**config.mk**
```make
export PLATFORM = sky130hd
export DESIGN_NAME = phylc_top
export DESIGN_NICKNAME = d
export VERILOG_FILES = /design/src/phylc_pkg.sv /design/src/phylc_top.sv /design/src/phylc_tx_odd.sv
export SDC_FILE = /design/constraint.sdc
export NUM_CORES = 1
export LEC_CHECK = 0
export ABC_AREA = 1
export BUFFER_PORTS_ARGS = -buffer_cell sky130_fd_sc_hd__buf_4
export CAP_MARGIN = 20
export CORE_ASPECT_RATIO = 0.6
export CORE_MARGIN = 3
export CORE_UTILIZATION = 32
export DETAILED_ROUTE_END_ITERATION = 8
export GPL_TIMING_DRIVEN = 0
export SYNTH_ARGS = -nofsm -noshare
export SYNTH_HDL_FRONTEND = slang
export SYNTH_HIERARCHICAL = 1
export SYNTH_SLANG_ARGS = --single-unit
```
**constraint.sdc**
```tcl
create_clock -name aclk -period 2.3 [get_ports aclk]
set_input_delay 0.115 -clock aclk [delete_from_list [all_inputs] [get_ports aclk]]
set_output_delay 0.115 -clock aclk [all_outputs]
set_load 0.02 [all_outputs]
```
**src/phylc_pkg.sv**
```systemverilog
// phylc_pkg: constants and types shared by the phy link control block
// assumes a single 125 MHz clock and a 32-bit axi4-lite register port
package phylc_pkg;

	// clock and bus widths
	localparam int CLK_KHZ = 125000;           // 125 MHz expressed in kHz
	localparam int ADDR_W  = 8;                // axi byte address width
	localparam int DATA_W  = 32;               // axi data width
	localparam int REG_W   = 16;               // documented register width

	// register indices as printed; byte address is four times the index
	localparam logic [ADDR_W-1:0] IDX_CONTROL_ONE = 8'h09;
	localparam logic [ADDR_W-1:0] IDX_CONTROL_TWO = 8'h0a;
	localparam logic [ADDR_W-1:0] ADR_CONTROL_ONE = ADDR_W'(IDX_CONTROL_ONE * 4);
	localparam logic [ADDR_W-1:0] ADR_CONTROL_TWO = ADDR_W'(IDX_CONTROL_TWO * 4);

	// control_one fields
	localparam int C1_FAST_MDIX  = 6;          // fast auto-mdix
	localparam int C1_ROBUST     = 5;          // robust auto-mdix
	localparam int C1_FAST_AN    = 4;          // fast auto-negotiation enable
	localparam int C1_AN_SEL_HI  = 3;          // fast an select, high bit
	localparam int C1_AN_SEL_LO  = 2;          // fast an select, low bit
	localparam int C1_FAST_RXDV  = 1;          // fast rx_dv detection
	localparam logic [REG_W-1:0] C1_RESET   = 16'h0000;
	localparam logic [REG_W-1:0] C1_RW_MASK = 16'h03fe; // 15:10 and 0 read zero

	// control_two fields
	localparam int C2_FAR_DROP   = 15;         // force far-end link drop
	localparam int C2_FX_EN      = 14;         // 100base-fx enable (strap)
	localparam int C2_FAST_PD    = 6;          // fast link-up in parallel detect
	localparam int C2_EXT_FD     = 5;          // extended full duplex
	localparam int C2_LED_ENH    = 4;          // enhanced link led
	localparam int C2_ISOLATE    = 3;          // isolate mii
	localparam int C2_IDLE_ERR   = 2;          // rx_er during idle
	localparam int C2_ODD_DIS    = 1;          // odd-nibble detection disable
	localparam int C2_RMII_RXCLK = 0;          // rmii receive clock select
	localparam logic [REG_W-1:0] C2_RESET   = 16'h0100; // reserved 13:7 = 0000010

	// fast auto-negotiation select codes
	localparam logic [1:0] AN_SEL_50  = 2'h0;
	localparam logic [1:0] AN_SEL_75  = 2'h1;
	localparam logic [1:0] AN_SEL_150 = 2'h2;

	// link fail inhibit times in ms and derived cycle counts
	localparam int LFI_W       = 27;
	localparam int LFI_50_MS   = 50;
	localparam int LFI_75_MS   = 75;
	localparam int LFI_150_MS  = 150;
	localparam int LFI_STD_MS  = 750;          // plain default for standard timing
	localparam logic [LFI_W-1:0] LFI_50_CYC  = LFI_W'(LFI_50_MS * CLK_KHZ);
	localparam logic [LFI_W-1:0] LFI_75_CYC  = LFI_W'(LFI_75_MS * CLK_KHZ);
	localparam logic [LFI_W-1:0] LFI_150_CYC = LFI_W'(LFI_150_MS * CLK_KHZ);
	localparam logic [LFI_W-1:0] LFI_STD_CYC = LFI_W'(LFI_STD_MS * CLK_KHZ);
	localparam logic [LFI_W-1:0] LFI_ONE     = 27'h0000001;

	// axi responses
	localparam logic [1:0] RESP_OKAY   = 2'h0;
	localparam logic [1:0] RESP_SLVERR = 2'h2;

	// register select result of address decode
	typedef enum logic [1:0] {SEL_NONE, SEL_ONE, SEL_TWO} phylc_sel_e;

	// start-of-stream tracking for rx_dv
	typedef enum logic [1:0] {RX_IDLE, RX_GOT_J, RX_FRAME} phylc_rx_e;

endpackage : phylc_pkg

```
**src/phylc_top.sv**
```systemverilog
// phylc_top: phy link control registers and the logic they steer
// assumes status inputs are synchronous to aclk and symbol strobes are
// one-cycle pulses from the receive decoder
// Operation
// RULE1 - fast an bit shortens negotiation timers
// RULE2 - select codes give 50, 75, 150 ms
// RULE3 - both partners use same fast an setup
// RULE4 - fast mode raises rx_dv on /J/ alone
// RULE5 - far-end drop disables transmit on link loss; code does so only in forced 100 (auto-negotiation off, 100 Mbps)
// RULE6 - fx enable bit, reset value from strap
// RULE7 - fast parallel detect set by auto-mdix modes
// RULE8 - extended full duplex against forced partner
// RULE9 - enhanced led lights only 100tx full duplex
// RULE10 - enhanced led suppresses activity blinking
// RULE11 - isolate mii on half 100tx or 10te
// RULE12 - optional symbol error report during idle
// RULE13 - odd nibble end extends tx_en as error
// RULE14 - rmii receive pair timing reference select
// RULE15 - software keeps reserved fields as reset
`timescale 1ns/1ps
module phylc_top
	import phylc_pkg::*;
#(
	parameter logic [LFI_W-1:0] P_LFI_50_CYC  = LFI_50_CYC,   // 50 ms
	parameter logic [LFI_W-1:0] P_LFI_75_CYC  = LFI_75_CYC,   // 75 ms
	parameter logic [LFI_W-1:0] P_LFI_150_CYC = LFI_150_CYC,  // 150 ms
	parameter logic [LFI_W-1:0] P_LFI_STD_CYC = LFI_STD_CYC   // standard
)(
	input  wire logic              aclk,            // 125 MHz clock
	input  wire logic              aresetn,         // sync reset, active low
	input  wire logic [ADDR_W-1:0] s_axi_awaddr,    // write address
	input  wire logic              s_axi_awvalid,
	output logic                   s_axi_awready,
	input  wire logic [DATA_W-1:0] s_axi_wdata,     // write data
	input  wire logic [3:0]        s_axi_wstrb,
	input  wire logic              s_axi_wvalid,
	output logic                   s_axi_wready,
	output logic [1:0]             s_axi_bresp,
	output logic                   s_axi_bvalid,
	input  wire logic              s_axi_bready,
	input  wire logic [ADDR_W-1:0] s_axi_araddr,    // read address
	input  wire logic              s_axi_arvalid,
	output logic                   s_axi_arready,
	output logic [DATA_W-1:0]      s_axi_rdata,
	output logic [1:0]             s_axi_rresp,
	output logic                   s_axi_rvalid,
	input  wire logic              s_axi_rready,
	input  wire logic              strap_fx,        // fx strap level
	input  wire logic              link_up,         // link established
	input  wire logic              speed_100,       // 1 = 100 Mbps link
	input  wire logic              std_full_duplex, // standard duplex result
	input  wire logic              an_enabled,      // auto-negotiation on
	input  wire logic              partner_forced,  // partner forced 100tx
	input  wire logic              activity,        // tx or rx activity
	input  wire logic              lfi_start,       // start inhibit timer
	input  wire logic              sym_strobe,      // one received symbol
	input  wire logic              sym_j,           // symbol is /J/
	input  wire logic              sym_k,           // symbol is /K/
	input  wire logic              sym_end,         // end of stream or idle
	input  wire logic              sym_err,         // invalid symbol
	input  wire logic [1:0]        rmii_rxd_rec,    // pair on recovered clock
	input  wire logic [1:0]        rmii_rxd_ref,    // pair on reference clock
	input  wire logic              tx_tick,         // one per tx_clk cycle
	input  wire logic              tx_en_in,        // mac tx enable
	input  wire logic              tx_er_in,        // mac tx error
	output logic                   fast_an,         // fast an enable bit of control_one
	output logic                   lfi_expired,     // inhibit timer done
	output logic                   rx_dv,           // receive data valid
	output logic                   rx_er_idle,      // idle symbol error
	output logic                   tx_disable,      // transmitter off
	output logic                   fx_mode,         // fibre mode
	output logic                   fast_pd,         // fast parallel detect
	output logic                   full_duplex,     // resolved duplex
	output logic                   led_link,        // link led drive
	output logic                   mii_isolate,     // mii outputs isolated
	output logic [1:0]             rmii_rxd,        // selected rmii pair
	output logic                   tx_en_out,       // coder tx enable
	output logic                   tx_er_out        // coder tx error
);

	////////////////////////////////////////////////////////////////////////
	// state

	typedef struct packed {
		logic              aw_got;       // write address held
		logic [ADDR_W-1:0] awaddr;
		logic              w_got;        // write data held
		logic [DATA_W-1:0] wdata;
		logic [3:0]        wstrb;
		logic              bvalid;
		logic [1:0]        bresp;
		logic              rvalid;
		logic [DATA_W-1:0] rdata;
		logic [1:0]        rresp;
		logic [REG_W-1:0]  ctl1;         // control_one
		logic [REG_W-1:0]  ctl2;         // control_two
		phylc_rx_e         rx_st;        // start-of-stream tracking
		logic              rx_dv;
		logic              rx_er_idle;
		logic [LFI_W-1:0]  lfi_cnt;      // inhibit countdown
		logic              lfi_busy;
		logic              lfi_expired;
		logic              tx_disable;
		logic              full_duplex;
		logic              led_link;
		logic              mii_isolate;
		logic [1:0]        rmii_rxd;
	} phylc_state_s;

	phylc_state_s s_r;                   // current state
	phylc_state_s s_nxt;                 // next state
	logic         forced_100;            // forced 100 Mbps operation
	logic         fd_res;                // duplex after extension
	logic         do_write;              // both halves of a write held

	////////////////////////////////////////////////////////////////////////
	// helpers

	// address decode, shared by the read and write paths
	function automatic phylc_sel_e reg_sel(input logic [ADDR_W-1:0] a);
		if (a == ADR_CONTROL_ONE) begin
			return SEL_ONE;
		end else if (a == ADR_CONTROL_TWO) begin
			return SEL_TWO;
		end else begin
			return SEL_NONE;
		end
	endfunction : reg_sel

	// merge write data into a register under byte strobes and rw mask
	function automatic logic [REG_W-1:0] merge(input logic [REG_W-1:0] old,
		input logic [DATA_W-1:0] d, input logic [3:0] st,
		input logic [REG_W-1:0] m);
		logic [REG_W-1:0] v;
		v = old;
		if (st[0]) v[7:0]  = d[7:0];
		if (st[1]) v[15:8] = d[15:8];
		return v & m;
	endfunction : merge

	// inhibit period for the current settings
	function automatic logic [LFI_W-1:0] lfi_period(input logic en,
		input logic [1:0] sel);
		logic [LFI_W-1:0] p;
		p = P_LFI_STD_CYC;
		if (en) begin
			// fourth code is not defined, so standard timing stays [RULE2]
			if (sel == AN_SEL_50) p = P_LFI_50_CYC;
			else if (sel == AN_SEL_75) p = P_LFI_75_CYC;
			else if (sel == AN_SEL_150) p = P_LFI_150_CYC;
		end
		return p;
	endfunction : lfi_period

	////////////////////////////////////////////////////////////////////////
	// combinational helpers

	assign forced_100 = !an_enabled && speed_100;
	// extended duplex overrides only against a forced 100tx partner [RULE8]
	assign fd_res     = (s_r.ctl2[C2_EXT_FD] && partner_forced && speed_100
		&& (an_enabled || forced_100)) ? 1'b1 : std_full_duplex;
	assign do_write   = s_r.aw_got && s_r.w_got && !s_r.bvalid;

	// handshakes: one write and one read under way at a time
	assign s_axi_awready = !s_r.aw_got && !s_r.bvalid;
	assign s_axi_wready  = !s_r.w_got && !s_r.bvalid;
	assign s_axi_arready = !s_r.rvalid;

	////////////////////////////////////////////////////////////////////////
	// next state

	always_comb begin
		s_nxt = s_r;
		// capture address and data in either order
		if (s_axi_awvalid && s_axi_awready) begin
			s_nxt.aw_got = 1'b1;
			s_nxt.awaddr = s_axi_awaddr;
		end
		if (s_axi_wvalid && s_axi_wready) begin
			s_nxt.w_got = 1'b1;
			s_nxt.wdata = s_axi_wdata;
			s_nxt.wstrb = s_axi_wstrb;
		end
		// commit a held write; control_two reserved bits written as given, control_one ones read zero [RULE15]
		if (do_write) begin
			s_nxt.aw_got = 1'b0;
			s_nxt.w_got  = 1'b0;
			s_nxt.bvalid = 1'b1;
			s_nxt.bresp  = RESP_OKAY;
			if (reg_sel(s_r.awaddr) == SEL_ONE) begin
				s_nxt.ctl1 = merge(s_r.ctl1, s_r.wdata, s_r.wstrb, C1_RW_MASK);
			end else if (reg_sel(s_r.awaddr) == SEL_TWO) begin
				s_nxt.ctl2 = merge(s_r.ctl2, s_r.wdata, s_r.wstrb, 16'hffff);
			end else begin
				s_nxt.bresp = RESP_SLVERR;
			end
		end
		if (s_r.bvalid && s_axi_bready) begin
			s_nxt.bvalid = 1'b0;
		end
		// auto-mdix modes force fast parallel detect; set beats write [RULE7]
		if (s_r.ctl1[C1_FAST_MDIX] || s_r.ctl1[C1_ROBUST]) begin
			s_nxt.ctl2[C2_FAST_PD] = 1'b1;
		end
		// read path: answer one cycle after the address is taken
		if (s_axi_arvalid && s_axi_arready) begin
			s_nxt.rvalid = 1'b1;
			s_nxt.rresp  = RESP_OKAY;
			if (reg_sel(s_axi_araddr) == SEL_ONE) begin
				s_nxt.rdata = {16'h0000, s_r.ctl1};
			end else if (reg_sel(s_axi_araddr) == SEL_TWO) begin
				s_nxt.rdata = {16'h0000, s_r.ctl2};
			end else begin
				s_nxt.rdata = 32'h00000000;
				s_nxt.rresp = RESP_SLVERR;
			end
		end else if (s_r.rvalid && s_axi_rready) begin
			s_nxt.rvalid = 1'b0;
		end

		// inhibit timer, length picked when it starts [RULE1] [RULE2]
		s_nxt.lfi_expired = 1'b0;
		if (lfi_start) begin
			s_nxt.lfi_busy = 1'b1;
			s_nxt.lfi_cnt  = lfi_period(s_r.ctl1[C1_FAST_AN],
				s_r.ctl1[C1_AN_SEL_HI:C1_AN_SEL_LO]) - LFI_ONE;
		end else if (s_r.lfi_busy) begin
			if (s_r.lfi_cnt == '0) begin
				s_nxt.lfi_busy    = 1'b0;
				s_nxt.lfi_expired = 1'b1;
			end else begin
				s_nxt.lfi_cnt = s_r.lfi_cnt - LFI_ONE;
			end
		end

		// start-of-stream tracking
		s_nxt.rx_er_idle = 1'b0;
		if (sym_strobe) begin
			case (s_r.rx_st)
				RX_IDLE: begin
					if (sym_j) begin
						// fast mode raises rx_dv on /J/ alone [RULE4]
						s_nxt.rx_st = RX_GOT_J;
						s_nxt.rx_dv = s_r.ctl1[C1_FAST_RXDV];
					end else if (sym_err && s_r.ctl2[C2_IDLE_ERR]) begin
						// idle symbol errors only flagged when enabled [RULE12]
						s_nxt.rx_er_idle = 1'b1;
					end
				end
				RX_GOT_J: begin
					if (sym_k) begin
						// full /J/K/ seen: valid in either mode [RULE4]
						s_nxt.rx_st = RX_FRAME;
						s_nxt.rx_dv = 1'b1;
					end else begin
						// no /K/ after /J/: a fast assertion is withdrawn
						s_nxt.rx_st = RX_IDLE;
						s_nxt.rx_dv = 1'b0;
					end
				end
				default: begin
					if (sym_end) begin
						s_nxt.rx_st = RX_IDLE;
						s_nxt.rx_dv = 1'b0;
					end
				end
			endcase
		end

		// transmitter off on link loss in forced 100 [RULE5]
		s_nxt.tx_disable  = s_r.ctl2[C2_FAR_DROP] && forced_100 && !link_up;
		s_nxt.full_duplex = fd_res;
		// enhanced led: 100tx full duplex only, no blinking [RULE9] [RULE10]
		if (s_r.ctl2[C2_LED_ENH]) begin
			s_nxt.led_link = link_up && speed_100 && fd_res
				&& !s_r.ctl2[C2_FX_EN];
		end else begin
			s_nxt.led_link = link_up && !activity;
		end
		// isolate on half 100tx or any 10te link [RULE11]
		s_nxt.mii_isolate = s_r.ctl2[C2_ISOLATE] && link_up
			&& (!speed_100 || !fd_res);
		// pick the timing reference of the receive pair [RULE14]
		s_nxt.rmii_rxd = s_r.ctl2[C2_RMII_RXCLK] ? rmii_rxd_rec : rmii_rxd_ref;
	end

	////////////////////////////////////////////////////////////////////////
	// state register; the strap is caught while reset is held [RULE6]

	always_ff @(posedge aclk) begin
		if (!aresetn) begin
			s_r                <= '0;
			s_r.rx_st          <= RX_IDLE;
			s_r.ctl1           <= C1_RESET;
			s_r.ctl2           <= C2_RESET;
			s_r.ctl2[C2_FX_EN] <= strap_fx;
		end else begin
			s_r <= s_nxt;
		end
	end

	////////////////////////////////////////////////////////////////////////
	// transmit odd-nibble handling

	phylc_tx_odd u_tx_odd (
		.aclk      (aclk),
		.aresetn   (aresetn),
		.odd_dis   (s_r.ctl2[C2_ODD_DIS]),
		.tx_tick   (tx_tick),
		.tx_en_in  (tx_en_in),
		.tx_er_in  (tx_er_in),
		.tx_en_out (tx_en_out),
		.tx_er_out (tx_er_out)
	);

	// outputs straight from the state register
	assign s_axi_bvalid = s_r.bvalid;
	assign s_axi_bresp  = s_r.bresp;
	assign s_axi_rvalid = s_r.rvalid;
	assign s_axi_rdata  = s_r.rdata;
	assign s_axi_rresp  = s_r.rresp;
	assign fast_an      = s_r.ctl1[C1_FAST_AN];
	assign lfi_expired  = s_r.lfi_expired;
	assign rx_dv        = s_r.rx_dv;
	assign rx_er_idle   = s_r.rx_er_idle;
	assign tx_disable   = s_r.tx_disable;
	assign fx_mode      = s_r.ctl2[C2_FX_EN];
	assign fast_pd      = s_r.ctl2[C2_FAST_PD];
	assign full_duplex  = s_r.full_duplex;
	assign led_link     = s_r.led_link;
	assign mii_isolate  = s_r.mii_isolate;
	assign rmii_rxd     = s_r.rmii_rxd;
endmodule : phylc_top

```
**src/phylc_tx_odd.sv**
```systemverilog
// phylc_tx_odd: stretches tx_en by one tx_clk cycle when a frame ends on an
// odd nibble, and marks that extra cycle as a transmit error
// assumes tx_tick pulses once per tx_clk cycle, synchronous to aclk
`timescale 1ns/1ps
module phylc_tx_odd
	import phylc_pkg::*;
(
	input  wire logic aclk,         // system clock
	input  wire logic aresetn,      // synchronous reset, active low
	input  wire logic odd_dis,      // 1 disables odd-nibble detection
	input  wire logic tx_tick,      // one pulse per tx_clk cycle
	input  wire logic tx_en_in,     // tx enable from the mac
	input  wire logic tx_er_in,     // tx error from the mac
	output logic      tx_en_out,    // tx enable toward the coder
	output logic      tx_er_out     // tx error toward the coder
);

	// all state of this module
	typedef struct packed {
		logic odd;                  // nibble count parity in this frame
		logic en;                   // registered tx enable
		logic er;                   // registered tx error
	} phylc_tx_s;

	phylc_tx_s s_r;                 // current state
	phylc_tx_s s_nxt;               // next state

	// next-state logic; only moves on a tx_clk tick
	always_comb begin
		s_nxt = s_r;
		if (tx_tick) begin
			if (tx_en_in) begin
				// count nibbles of the frame
				s_nxt.odd = ~s_r.odd;
				s_nxt.en  = 1'b1;
				s_nxt.er  = tx_er_in;
			end else if (s_r.odd && s_r.en && !odd_dis) begin
				// frame ended odd: one extra cycle flagged as error [RULE13]
				s_nxt.odd = 1'b0;
				s_nxt.en  = 1'b1;
				s_nxt.er  = 1'b1;
			end else begin
				s_nxt.odd = 1'b0;
				s_nxt.en  = 1'b0;
				s_nxt.er  = 1'b0;
			end
		end
	end

	// state register
	always_ff @(posedge aclk) begin
		if (!aresetn) begin
			s_r <= '0;
		end else begin
			s_r <= s_nxt;
		end
	end

	assign tx_en_out = s_r.en;
	assign tx_er_out = s_r.er;
endmodule : phylc_tx_odd

```
==> flow_results.org, run 1 <==
** Power and ir drop
- The worst-case IR drop observed on VDD is 0.558 mV.
- Reg power frac :: 0.363
- For this design the ratio of total power to cell area is slightly below 800 nW/µm².
- The share of total power dissipated in combinational logic is 0.144.
- The analysis attributes to cell leakage a power of 0.00363 µW.
- Switching pwr :: roughly 1600 µW
- Part of the total power dissipated in the clock network :: 0.493
- Internal power :: 4390 µW
- Overall power consumption :: roughly 6000 µW
- Of the total power, the share spent switching nets is 0.270.

** CTS
- Counting every sink on the clock net gives 115.
- The H-tree was split into 4 levels.
- No sink is reached through more buffers than the 2 on the longest clock path.
- Buffers inserted during clock tree synthesis total 17.
- At the later pin of the worst-skew pair, clock insertion delay measures a little over 0.4 ns.
- Clk slew on worst S/H paths :: 0.05 ns
- Clock Root Buffer :: clkbuf_16
- Once the clock tree was built, the resizer swapped 0 gates to a different size.
- Clock tree from TritonCTS :: built

** Cells and area
- Number of flip-flops in the largest register :: 80
- The number of antenna diodes in the final layout is 0.
- Count of fill cells added during filler insertion :: approximately 1700
- Relative to the synthesized area, the layout overhead comes to 36.8%.
- # nets final :: 1094
- Counting flops per register, the top entry is s_r.
- The finished cells cover between 7000 and 8000 µm².
- Of the cells placed in the final design, the portion with a size suffix greater than 1 is 0.202.

** Hold path
- The worst hold path belongs to the class input port to flop.

** Run
- Max-cap violations in this run came to 0.

** Setup path
- Startpoint type of the worst setup path :: flop
- Kind of critical path :: flop to flop
- Kind of capture point of the worst setup path :: flop
- Of all nets on the critical path, the largest fanout is 5.
- STA puts the critical path data required time at around 2.6 ns.
- Data on the critical path arrives at its endpoint at 2.26 ns.

** Logic synthesis
- In this run, distinct cell masters in the synthesized netlist total 43.
- During synthesis, Yosys emitted a total of 6 warnings.
- Most repeated cell in the gate-level netlist after synthesis :: nor2_1
- Mapped Area :: approximately 5700 µm²
- Post-synth ARST share :: 0
- Count of flip-flops with a built-in enable after synthesis :: 1
- Synthesis handed over a netlist of 845 instances.
- Of all cell types, the one taking the most synthesized area is dfxtp_1.
- Synth Flop Type :: dfxtp_1
- For this run, the register share of the synthesized area comes to 0.409.
- Ranked by total cell area, the synthesized netlist is headed by dfxtp_1 (40%), nor2_1 (12%), nand2_1 (10%), o21ai_0 (7.0%), inv_1 (5.6%).
- Most numerous cell types in the synthesized netlist :: nor2_1 (185), nand2_1 (157), dfxtp_1 (114)
- Post-synthesis sequential element count :: 115
- Mean instance size in the synthesized netlist :: around 6.7 µm²
- Yosys top cell area share :: 0.403

** Detailed routing
- Vias per std cell :: ~4.7
- Wire length per cell after detailed routing :: 14.8 µm
- The detail route stage leaves a number of antenna-violating nets equal to 0.
- After detailed routing, the total wire length is 18.5 mm.
- For this run, design rule violations remaining after detail routing come to 0.
- Starting DRT DRC Count :: 562
- Vias after detailed routing :: around 5900
- Pre-antenna DRT Iters :: 5

** STA
- Counting I/O delays and the setup requirement, the final critical path takes approximately 2 ns.
- RSZ-0062 raised after global routing :: no
- Across all setup checks in the final design, the least slack found is 0.297 ns.
- Count of pins over their slew limit :: 0
- After routing, the total negative slack on setup checks comes to 0 ns.
- Clock skew after layout :: between 0.01 and 0.015 ns
- Maximum operating frequency :: 499 MHz
- Dividing the final minimum period by the clock period gives 0.871.
- Setup violations remaining at the end of the flow were counted as 0.
- The number of failing hold endpoints at the final stage is 0.
- Pin slew with the least headroom to its limit :: around 0.82 ns
- The worst pin sits at a relative slew slack of 0.452.

** Place
- Pre-CTS setup slack :: 0.358 ns
- During placement, the flow inserted port buffers numbering 97.
- In this run the cell area measured after placement is between 6000 and 7000 µm².
- After legalization and detailed placement, the total HPWL measured about 14 mm.
- Global placer's final weighted congestion :: 0.968

** Die
- Standard-cell row count :: 36
- I/O pin total :: 134
- Die outline area :: a little under 20000 µm²
- In this run the standard cell core region covers ~17000 µm².
- Measured along the x axis, the die boundary spans ~180 µm.
- Initial standard-cell utilization of the core :: 0.338
- Die height :: around 110 µm

** Global route
- The initial antenna violation count was 0.
- The via count of the first global-routing pass is between 5000 and 6000.
- Global router's overall resource usage :: 0.190
- The first global-routing pass estimated ~28 mm of wire.
- Global-route congestion overflow total :: 0
- Entering global routing, the biggest net connects 17 pins.

** Outcome
- Run status :: completed
kinds of logic (layout without fill, tap and decap cells):
kind of cell    after synthesis  count (layout)  synth area share
flops                       115             115             0.409
buf+inv                     154             318             0.132
fa+ha+maj                     2               2           0.00442
compound gates              135             135             0.127
other cells                   1              18          0.000663
xor+xnor                      4               4           0.00619
simple gates                434             434             0.322
worst max-delay path, cell delays in order, from the launching register on:
cell and delay [ns]:
dfxtp_1 0.52, inv_1 0.11, or2_2 0.33, o21ai_0 0.54, o21ai_0 0.19, nand2_1 0.12
a21oi_2 0.05
metrics by stage:
stage	util	hold WS (ns)	std cells
finish	0.462	0.0104	1254
CTS	0.462	0.00179	1254
global placement	0.402	0.293	1187
detailed placement	0.402	0.292	1187
global route	0.462	0.0255	1254
floorplan	-	0.192	862
final timing paths:
| check | cells past startpoint | endpoint | start | slack [ns] |
|---|---|---|---|---|
| hold reg to reg | 2 | s_r[110] | s_r[110] | 0.46 |
| setup / recovery | 6 | s_r[17] | fast_an | 0.30 |
| hold / removal | 4 | u_tx_odd/s_r[2] | tx_tick | 0.01 |
| setup reg to reg | 6 | s_r[17] | fast_an | 0.30 |
layer usage:
layer	global-route usage	vias to the layer above	wire length [µm]
li1	-	2967	-
met1	0.322	2647	10200
met2	0.227	235	6360
met3	0.0477	11	1850
met4	0.0381	0	99
met5	0	-	0
power by group through the flow:
stage               clock (µW)  combinational [µW]  sequential, µW
detailed placement           0                 800            2220
global placement             0                 797            2220
global route              3080                 958            2200
floorplan                    0                 523            2210
CTS                       2990                 853            2180
finish                    2960                 865            2180
cell type report:
class | instances | area (µm²) | share of cell area
multi-input cells | 593 | 2670 | 0.344
clock buffers | 18 | 429 | 0.0554
repair buffers | 132 | 1080 | 0.139
clock inverters | 14 | 226 | 0.0293
flip-flops and latches | 115 | 2310 | 0.299
plain buffers | 61 | 383 | 0.0495
well taps | 228 | 285 | 0.0368
inverters | 93 | 362 | 0.0467
what timing repair did:
item,CTS,global route
hold buffers,35,0
endpoints found under the hold margin,32,0
setup buffers,0,0
cells in the final DEF (no fill, tap or decap), types with 6 or more instances in the layout:
cell type	n
a21oi_1	39
buf_4	135
clkbuf_1	18
clkbuf_16	17
conb_1	18
dfxtp_1	114
dlygate4sd3_1	35
inv_1	84
inv_2	6
nand2_1	157
nand2_2	10
nand3_1	47
nor2_1	185
nor2_2	7
o21ai_0	79
Note: power is estimated with default switching activity, not from simulation.
==> inputs of run 2 (changes only) <==
ABC_AREA = unset   (was 1)
CORE_UTILIZATION = 45   (was 32)
PLACE_DENSITY = 0.7   (was unset)
==> run 2 against run 1 <==
  * Global-route usage rose by 7.8 points
  * Critical path type unchanged
  * Non-clock buffer count rose by 17
  * Total power fell by 7.3%
  * Final cell count fell by 25%
  * Synthesized cell count fell by 29%
  * Clock skew fell by 0.0037 ns
  * Sequential power barely moved
  * Fmax fell by 10%
  * Combinational power fell by 17%
  * Synthesized area fell by 9.3%
  * Die area fell by 34%
  * Largest cell class unchanged
==> flow_results.org, run 2 <==
** Outcome
- Run status :: completed (unchanged)

** Power and ir drop
- Overall power consumption :: 5570 µW (was 6010 µW)
- Power density of the placed cells :: 758 nW/µm² (was 776 nW/µm²)
- Static Leakage :: 0.00296 µW (was 0.00363 µW)
- The maximum vdd ir drop came to 0.568 mV (was 0.558 mV).

** STA
- Final period demand of the worst path :: 2.23 ns (was 2.00 ns)
- The share of the cycle needed by the critical path after routing is 0.971 (was 0.871).
- Pin slew with the least headroom to its limit :: 0.752 ns (was 0.823 ns)
- Maximum operating frequency :: 448 MHz (was 499 MHz)
- The worst clock skew was 0.00812 ns (was 0.0118 ns).
- Final count of hold timing violations :: 0 (unchanged)
- The number of setup violations in the final report is 0 (unchanged).
- Max transition margin :: 0.499 (was 0.452)
- The accumulated negative setup slack came to 0 ns (unchanged).
- The final number of max-transition violations was 0 (unchanged).
- RSZ-0062 raised after global routing: yes (was no).

** Detailed routing
- The detailed-route DRC error count was 0 (unchanged).
- The starting DRC count in detailed routing was 446 (was 562).
- The wire length per cell after detailed routing is 18.2 µm (was 14.8 µm).
- The final antenna-violating net count is 0 (unchanged).
- The total length of routed wires is 17.0 mm (was 18.5 mm).
- The iteration count of the initial detailed-routing pass was 5 (unchanged).
- Vias after detailed routing :: 5279 (was 5860)
- The average via count per standard cell is 5.63 (was 4.67).

** Logic synthesis
- Distinct cells, synth :: 62 (was 43)
- Fraction of the yosys area taken by sequential cells :: 0.450 (was 0.409)
- Post-synthesis sequential element count :: 115 (unchanged)
- The leading cell type by number of instances after synthesis is dfxtp_1 (was nor2_1).
- Most numerous cell types in the synthesized netlist: dfxtp_1 (114), nand2_1 (84), nor2_1 (61) (was nor2_1 (185), nand2_1 (157), dfxtp_1 (114)).
- Count of flip-flops with a built-in enable after synthesis :: 1 (unchanged)
- Synth area leaders: dfxtp_1 (44%), nand2_1 (6.1%), buf_4 (5.6%), nor2_1 (4.5%), a21oi_1 (4.4%) (was dfxtp_1 (40%), nor2_1 (12%), nand2_1 (10%), o21ai_0 (7.0%), inv_1 (5.6%)).
- Mean instance size in the synthesized netlist :: 8.50 µm² (was 6.70 µm²)
- The yosys synthesis warning count came to 6 (unchanged).
- Yosys top cell area share :: 0.445 (was 0.403)
- The fraction of synthesis flops using an asynchronous set or reset pin was 0 (unchanged).
- Mapped Area :: 5130 µm² (was 5660 µm²)
- The gate count of the mapped netlist is 604 (was 845).
- Library cell with the largest summed area after synthesis :: dfxtp_1 (unchanged)
- The dominant register cell in the synthesized netlist is dfxtp_1 (unchanged).

** Setup path
- The worst-case reg-to-reg path depth came to 7 (was 6).
- CP Depth :: 7 (was 6)
- The classification of the worst setup path is flop to flop (unchanged).
- The capturing instance or port of the critical path is s_r[22] (was s_r[17]).
- Number of buffers and inverters on the critical path :: 2 (was 1)
- Slack of the worst reg-to-reg path :: 0.07 ns (was 0.30 ns)
- Launch instance of the worst register-to-register path :: s_r[13] (was fast_an)
- The maximum cell stage delay along the critical path is 0.41 ns (was 0.54 ns).
- Kind of capture point of the worst setup path :: flop (unchanged)
- The capture point of the worst reg-to-reg path was s_r[22] (was s_r[17]).
- The cell type of the slowest stage on the worst timing path was nor3_2 (was o21ai_0).
- Required time at the endpoint of the critical path :: 2.60 ns (was 2.56 ns)
- Worst path arrival time :: 2.53 ns (was 2.26 ns)
- Cell type group with the largest total delay on the critical path :: compound AO/OA/AOI/OAI gates (unchanged)
- The largest fanout on the critical path was 10 (was 5).
- Crit path launch :: s_r[13] (was fast_an)
- Startpoint type of the worst setup path :: flop (unchanged)
- Worst path cell trace :: nor3_2 > nand4b_1 > buf_4 > o31ai_4 > buf_6 > a21oi_1 > a32o_1 (was inv_1 > or2_2 > o21ai_0 > o21ai_0 > nand2_1 > a21oi_2)

** Cells and area
- Final instance area :: 7340 µm² (was 7740 µm²)
- The antenna diode count came to 0 (unchanged).
- The core utilization of the finished layout is 0.677 (was 0.462).
- The layout overhead on the synthesized area is 43.0% (was 36.8%).
- The number of nets in the finished design came to 866 (was 1094).
- Number of flip-flops in the largest register :: 80 (unchanged)
- Proportion of layout cells with a drive suffix above 1 :: 0.254 (was 0.202)
- Register name with the most flops :: s_r (unchanged)
- Highest-count cells in the layout ignoring fill and taps: buf_4 (140), dfxtp_1 (114), nand2_1 (83) (was nor2_1 (185), nand2_1 (157), buf_4 (135)).
- Final non-filler cell total :: 937 (was 1254)
- The most common library cell in the layout ignoring fill and taps is buf_4 (was nor2_1).

** CTS
- The clock tree from TritonCTS is built (unchanged).
- Clock Root Buffer :: clkbuf_16 (unchanged)
- The clock-pin transition on the worst setup and hold timing paths came to 0.06 ns (was 0.05 ns).
- Clock buffer depth :: 2 (unchanged)
- The insertion delay to the later sink of the worst-skew pair was 0.41 ns (about the same).
- The clock sink count was 115 (unchanged).
- Number of levels the H-tree was split into :: 4 (unchanged)
- The total clock buffers created by CTS came to 17 (unchanged).

** Global route
- Number of global-route vias before repair :: 4911 (was 5106)
- The global-route wire length before repair came to 26.3 mm (was 28.3 mm).
- The initial antenna violation count came to 0 (unchanged).
- The overflow left after global routing came to 0 (unchanged).
- The total routing usage reported by global routing came to 0.269 (was 0.190).
- Largest net degree at the start of global routing :: 17 (unchanged)

** Die
- The number of I/O pins is 134 (unchanged).
- The effective utilization at floorplan came to 0.473 (was 0.338).
- The standard cell core area came to 10800 µm² (was 16800 µm²).
- Die height :: 88.7 µm (was 109 µm)
- The standard-cell row count is 29 (was 36).
- The overall die area is 12800 µm² (was 19400 µm²).
- The x dimension of the die is 144 µm (was 178 µm).

** Hold path
- Hold WC Path Type :: input port to flop (unchanged)
- Cell count of the worst hold path :: 3 (was 4)

** Place
- Cell Area, Placed :: 6110 µm² (was 6740 µm²)
- The HPWL after detailed placement came to 11.9 mm (was 13.9 mm).
- The final weighted congestion in routability-driven placement came to 0.936 (was 0.968).
- Number of buffers inserted by port buffering :: 97 (unchanged)
- The number of placed instances, taps included was 859 (was 1187).

** Run
- The max-capacitance violation count is 0 (unchanged).
run 2: through the flow:
stage / worst slack [ns] / hold slack, ns
floorplan: 0.147 / 0.192
global placement: -0.742 / 0.283
detailed placement: -0.798 / 0.281
CTS: 0.0101 / 0.00560
global route: -0.0285 / 0.0186
finish: 0.0676 / 0.0166
run 2: logic make-up (layout without fill, tap and decap cells):
group,count (synthesis),count (layout),synth area share
mux,21,21,0.0409
flops,115,115,0.450
other cells,1,18,0.000730
fa+ha+maj,2,2,0.00487
xor+xnor,3,3,0.00512
simple gates,245,245,0.234
buf+inv,77,254,0.0848
compound gates,140,140,0.179
run 2: metal layers:
layer	up-vias	GRT usage	routed length, µm	part of all wire
met1	2516	0.410	8360	0.49
met2	241	0.386	7010	0.41
met5	-	0	0	0
li1	2510	-	-	-
met4	0	0.0744	126	0.0074
met3	12	0.0481	1510	0.089
run 2: worst min path at each step:
stage | from | to | slack [ns]
final | s_axi_arvalid | s_axi_rvalid | 0.02
after floorplan | link_up | tx_disable | 0.19
after global placement | an_enabled | tx_disable | 0.28
after global routing | s_axi_arvalid | s_axi_rresp[1] | 0.02
after detailed placement | an_enabled | tx_disable | 0.28
after CTS | sym_strobe | s_r[38] | 0.006
run 2: report_power, final:
part           switching, µW  total [µW]  leakage [µW]  internal [µW]
sequential              83.2        2160      0.000940           2070
clock                    990        2690      0.000291           1700
combinational            404         722       0.00173            319
run 2: final cells by class:
class | instances | area [µm²]
inverters | 12 | 45.0
clock inverters | 13 | 149
plain buffers | 64 | 405
clock buffers | 19 | 464
fillers | 885 | 3510
well taps | 139 | 174
repair buffers | 146 | 1200
flip-flops and latches | 115 | 2310
multi-input cells | 429 | 2600
run 2: tightest hold or removal path: stages:
cell      delay (ns)
buf_4           0.12
nor2_1          0.08
a211oi_1        0.06
run 2: what timing repair did:
item	CTS	global route
hold buffers	42	0
pin swaps	1	3
setup endpoints to repair	30	39
setup buffers	2	3
gates resized for setup	18	16
hold endpoints to repair	38	0
==> inputs of run 3 (changes only) <==
PLACE_DENSITY = unset   (was 0.7)
PLACE_DENSITY_LB_ADDON = 0.25   (was unset)
==> run 3 against run 2 <==
  * First-iteration DRC count is 25% higher
  * Global-route usage is 0.15 points lower
  * Count of clock-buffer cells in the layout is 4 higher
  * Via count rose by 0.66%
  * Non-clock buffer count is 2 lower
  * Combinational power fell by 0.8%
  * Wire length grew 0.92%
  * Sequential power is essentially flat
  * Setup slack got worse by 0.0093 ns
  * Sequential share of layout area is 0.18 points lower
  * Critical path type unchanged
==> flow_results.org, run 3 (same netlist as run 2, synthesis figures left out) <==
** STA
- The number of setup violations in the final report came to 0 (unchanged).
- Max transition margin :: 0.512 (was 0.499)
- Clock skew after layout :: 0.00796 ns (was 0.00812 ns)
- Maximum operating frequency :: 446 MHz (was 448 MHz)
- RSZ-0062 raised after global routing :: no (was yes)
- Final worst-path cycle share :: 0.975 (was 0.971)
- The accumulated negative setup slack was 0 ns (unchanged).
- Final period demand of the worst path :: 2.24 ns (was 2.23 ns)
- Pin slew with the least headroom to its limit :: 0.733 ns (was 0.752 ns)
- Final count of hold timing violations :: 0 (unchanged)
- The final number of max-transition violations was 0 (unchanged).

** Run
- The max-capacitance violation count is 0 (unchanged).

** Outcome
- Run status :: completed (unchanged)

** Setup path
- Worst-path maximum fanout :: 6 (was 10)
- The capture point of the worst reg-to-reg path is s_r[23] (was s_r[22]).
- Launch instance of the worst register-to-register path :: s_r[16] (was s_r[13])
- Maximum single-stage delay on the critical path :: 0.45 ns (was 0.41 ns)
- Number of buffers and inverters on the critical path :: 0 (was 2)
- The data required time at the worst endpoint was 2.60 ns (about the same).
- The register-to-register setup slack was 0.06 ns (was 0.07 ns).
- Among the stages of the critical path, the cell type that occurs most often is or3_1.
- The data arrival time at the worst-slack endpoint was 2.54 ns (was 2.53 ns).
- The sort of element at the end of the critical path was a flop (unchanged).
- Worst path cell trace: or3_1 > or3_1 > or3_1 > or3_1 > a32o_1 (was nor3_2 > nand4b_1 > buf_4 > o31ai_4 > buf_6 > a21oi_1 > a32o_1).
- The category of the worst setup path launch point is a flop (unchanged).
- The classification of the worst setup path is flop to flop (unchanged).
- The worst-case reg-to-reg path depth was 5 (was 7).
- Cell type group with the largest total delay on the critical path :: simple AND/OR/NAND/NOR gates (was compound AO/OA/AOI/OAI gates)
- Slowest stage cell, crit path :: or3_1 (was nor3_2)

** Cells and area
- Count of fill cells added during filler insertion :: 879 (was 885)
- Highest-count cells in the layout ignoring fill and taps :: buf_4 (142), dfxtp_1 (114), nand2_1 (83) (was buf_4 (140), dfxtp_1 (114), nand2_1 (83))
- The area occupied by multi-input gates came to 2650 µm² (was 2600 µm²).
- The number of nets in the finished design is 864 (was 866).
- The flip-flop count of the largest register, all copies and words added was 80 (unchanged).
- Signed area change from the synthesized netlist to the final layout :: 43.9% (was 43.0%)
- Total inserted antenna cells :: 0 (unchanged)
- Register cell area after layout :: 2310 µm² (unchanged)
- Commonest non-fill, non-tap cell in the layout :: buf_4 (unchanged)
- The core utilization of the finished layout was 0.681 (was 0.677).
- Register name with the most flops :: s_r (unchanged)
- Proportion of layout cells with a drive suffix above 1 :: 0.255 (was 0.254)

** Place
- Global placer's final weighted congestion :: 0.946 (was 0.936)
- The count of buffers from port buffering was 97 (unchanged).
- The HPWL after detailed placement came to 12.0 mm (was 11.9 mm).

** Detailed routing
- The average via count per standard cell is 5.69 (was 5.63).
- Post-route antenna net violation count :: 0 (unchanged)
- The iteration count of the initial detailed-routing pass is 5 (unchanged).
- Wire length per cell after detailed routing :: 18.4 µm (was 18.2 µm)
- DRC violations left :: 0 (unchanged)
- Starting DRT DRC Count :: 559 (was 446)
- Vias after detailed routing :: 5314 (was 5279)
- Total Wirelength :: 17.2 mm (was 17.0 mm)

** CTS
- The deepest level of the CTS H-tree is 4 (unchanged).
- Clock tree from TritonCTS :: built (unchanged)
- Clock Root Buffer :: clkbuf_16 (unchanged)
- Clock buffer depth :: 2 (unchanged)
- The clock sink count came to 115 (unchanged).
- The clock-pin transition on the worst setup and hold timing paths is 0.05 ns (was 0.06 ns).
- The total clock buffers created by CTS came to 17 (unchanged).
- Clock latency reported for the late side of the worst-skew pair :: 0.41 ns (about the same)

** Global route
- Initial antenna violation count :: 0 (unchanged)
- Number of global-route vias before repair :: 4854 (was 4911)
- Largest net degree at the start of global routing :: 17 (unchanged)
- The global-route wire length before repair came to 26.0 mm (was 26.3 mm).
- The overflow left after global routing is 0 (unchanged).
- Global router's overall resource usage :: 0.267 (was 0.269)

** Hold path
- Cell count of the worst hold path :: 3 (unchanged)
- The hold path startpoint is sym_k (was s_axi_arvalid).
- The path category of the worst min-delay check is input port to flop (unchanged).
- The end point of the worst hold path is s_r[38] (was s_axi_rvalid).

** Power and ir drop
- The static power due to leakage is 0.00297 µW (was 0.00296 µW).
- The total power density per cell area was 761 nW/µm² (was 758 nW/µm²).
- Highest ir drop seen on vdd :: 0.505 mV (was 0.568 mV)

** Die
- I/O pin total :: 134 (unchanged)
- The overall die area is 12800 µm² (unchanged).
- The standard cell core area came to 10800 µm² (unchanged).
- Standard-cell row count :: 29 (unchanged)
- The height of the chip came to 88.7 µm (unchanged).
- The x dimension of the die was 144 µm (unchanged).
- Initial standard-cell utilization of the core :: 0.473 (unchanged)
==> run 3: worst max-delay path by stage <==
stage | startpoint | endpoint | cells after the start
final | s_r[16] | s_r[23] | 5
after global routing | aresetn | tx_disable | 7
after CTS | s_r[150] | s_r[41] | 5
after detailed placement | s_r[8] | s_r[20] | 7
after global placement | s_r[8] | s_r[20] | 7
after floorplan | s_r[8] | s_r[20] | 7
==> run 3: final cells by class <==
type                    count  area share
multi-input cells         429       0.358
clock inverters             8      0.0168
inverters                  12     0.00610
clock buffers              23      0.0674
repair buffers            145       0.162
flip-flops and latches    115       0.313
well taps                 139      0.0235
plain buffers              63      0.0530
==> run 3: what timing repair did <==
action / 4_1_cts / 5_1_grt
hold endpoints to repair: 38 / 0
hold buffers: 43 / 0
pin swaps: 2 / 5
setup buffers: 2 / 3
resized for setup: 17 / 21
gates cloned: 0 / 0
setup endpoints to repair: 38 / 40
==> run 3: tightest hold or removal path: stages <==
cell and delay (ns):
buf_4 0.12, nand4_1 0.08, a21oi_1 0.06
==> run 3: report_power, final <==
part / total [µW] / leakage (µW) / internal, µW / switching, µW
clock: 2740 / 0.000301 / 1840 / 905
sequential: 2160 / 0.000940 / 2070 / 86.6
combinational: 716 / 0.00173 / 313 / 403
total: 5620 / 0.00297 / 4230 / 1390
==> run 3: per-stage QoR <==
stage | total power (µW) | hold WS [ns] | std cells | instance area, µm² | setup WS [ns]
2_1_floorplan | 2530 | 0.192 | 621 | 5200 | 0.147
3_3_place_gp | 2770 | 0.282 | 857 | 6100 | -0.698
3_5_place_dp | 2780 | 0.280 | 857 | 6110 | -0.698
4_1_cts | 5590 | 0.00539 | 931 | 7250 | 0.0166
5_1_grt | 5770 | 0.0272 | 934 | 7390 | 0.00551
6_report | 5620 | 0.0155 | 934 | 7390 | 0.0584
==> run 3: routing by layer <==
metal | share of wire | vias to the layer above | GRT usage
met4 | 0.0096 | 0 | 0.0684
met5 | 0 | - | 0
met1 | 0.48 | 2540 | 0.395
met3 | 0.10 | 20 | 0.0707
met2 | 0.41 | 263 | 0.386
li1 | - | 2491 | -
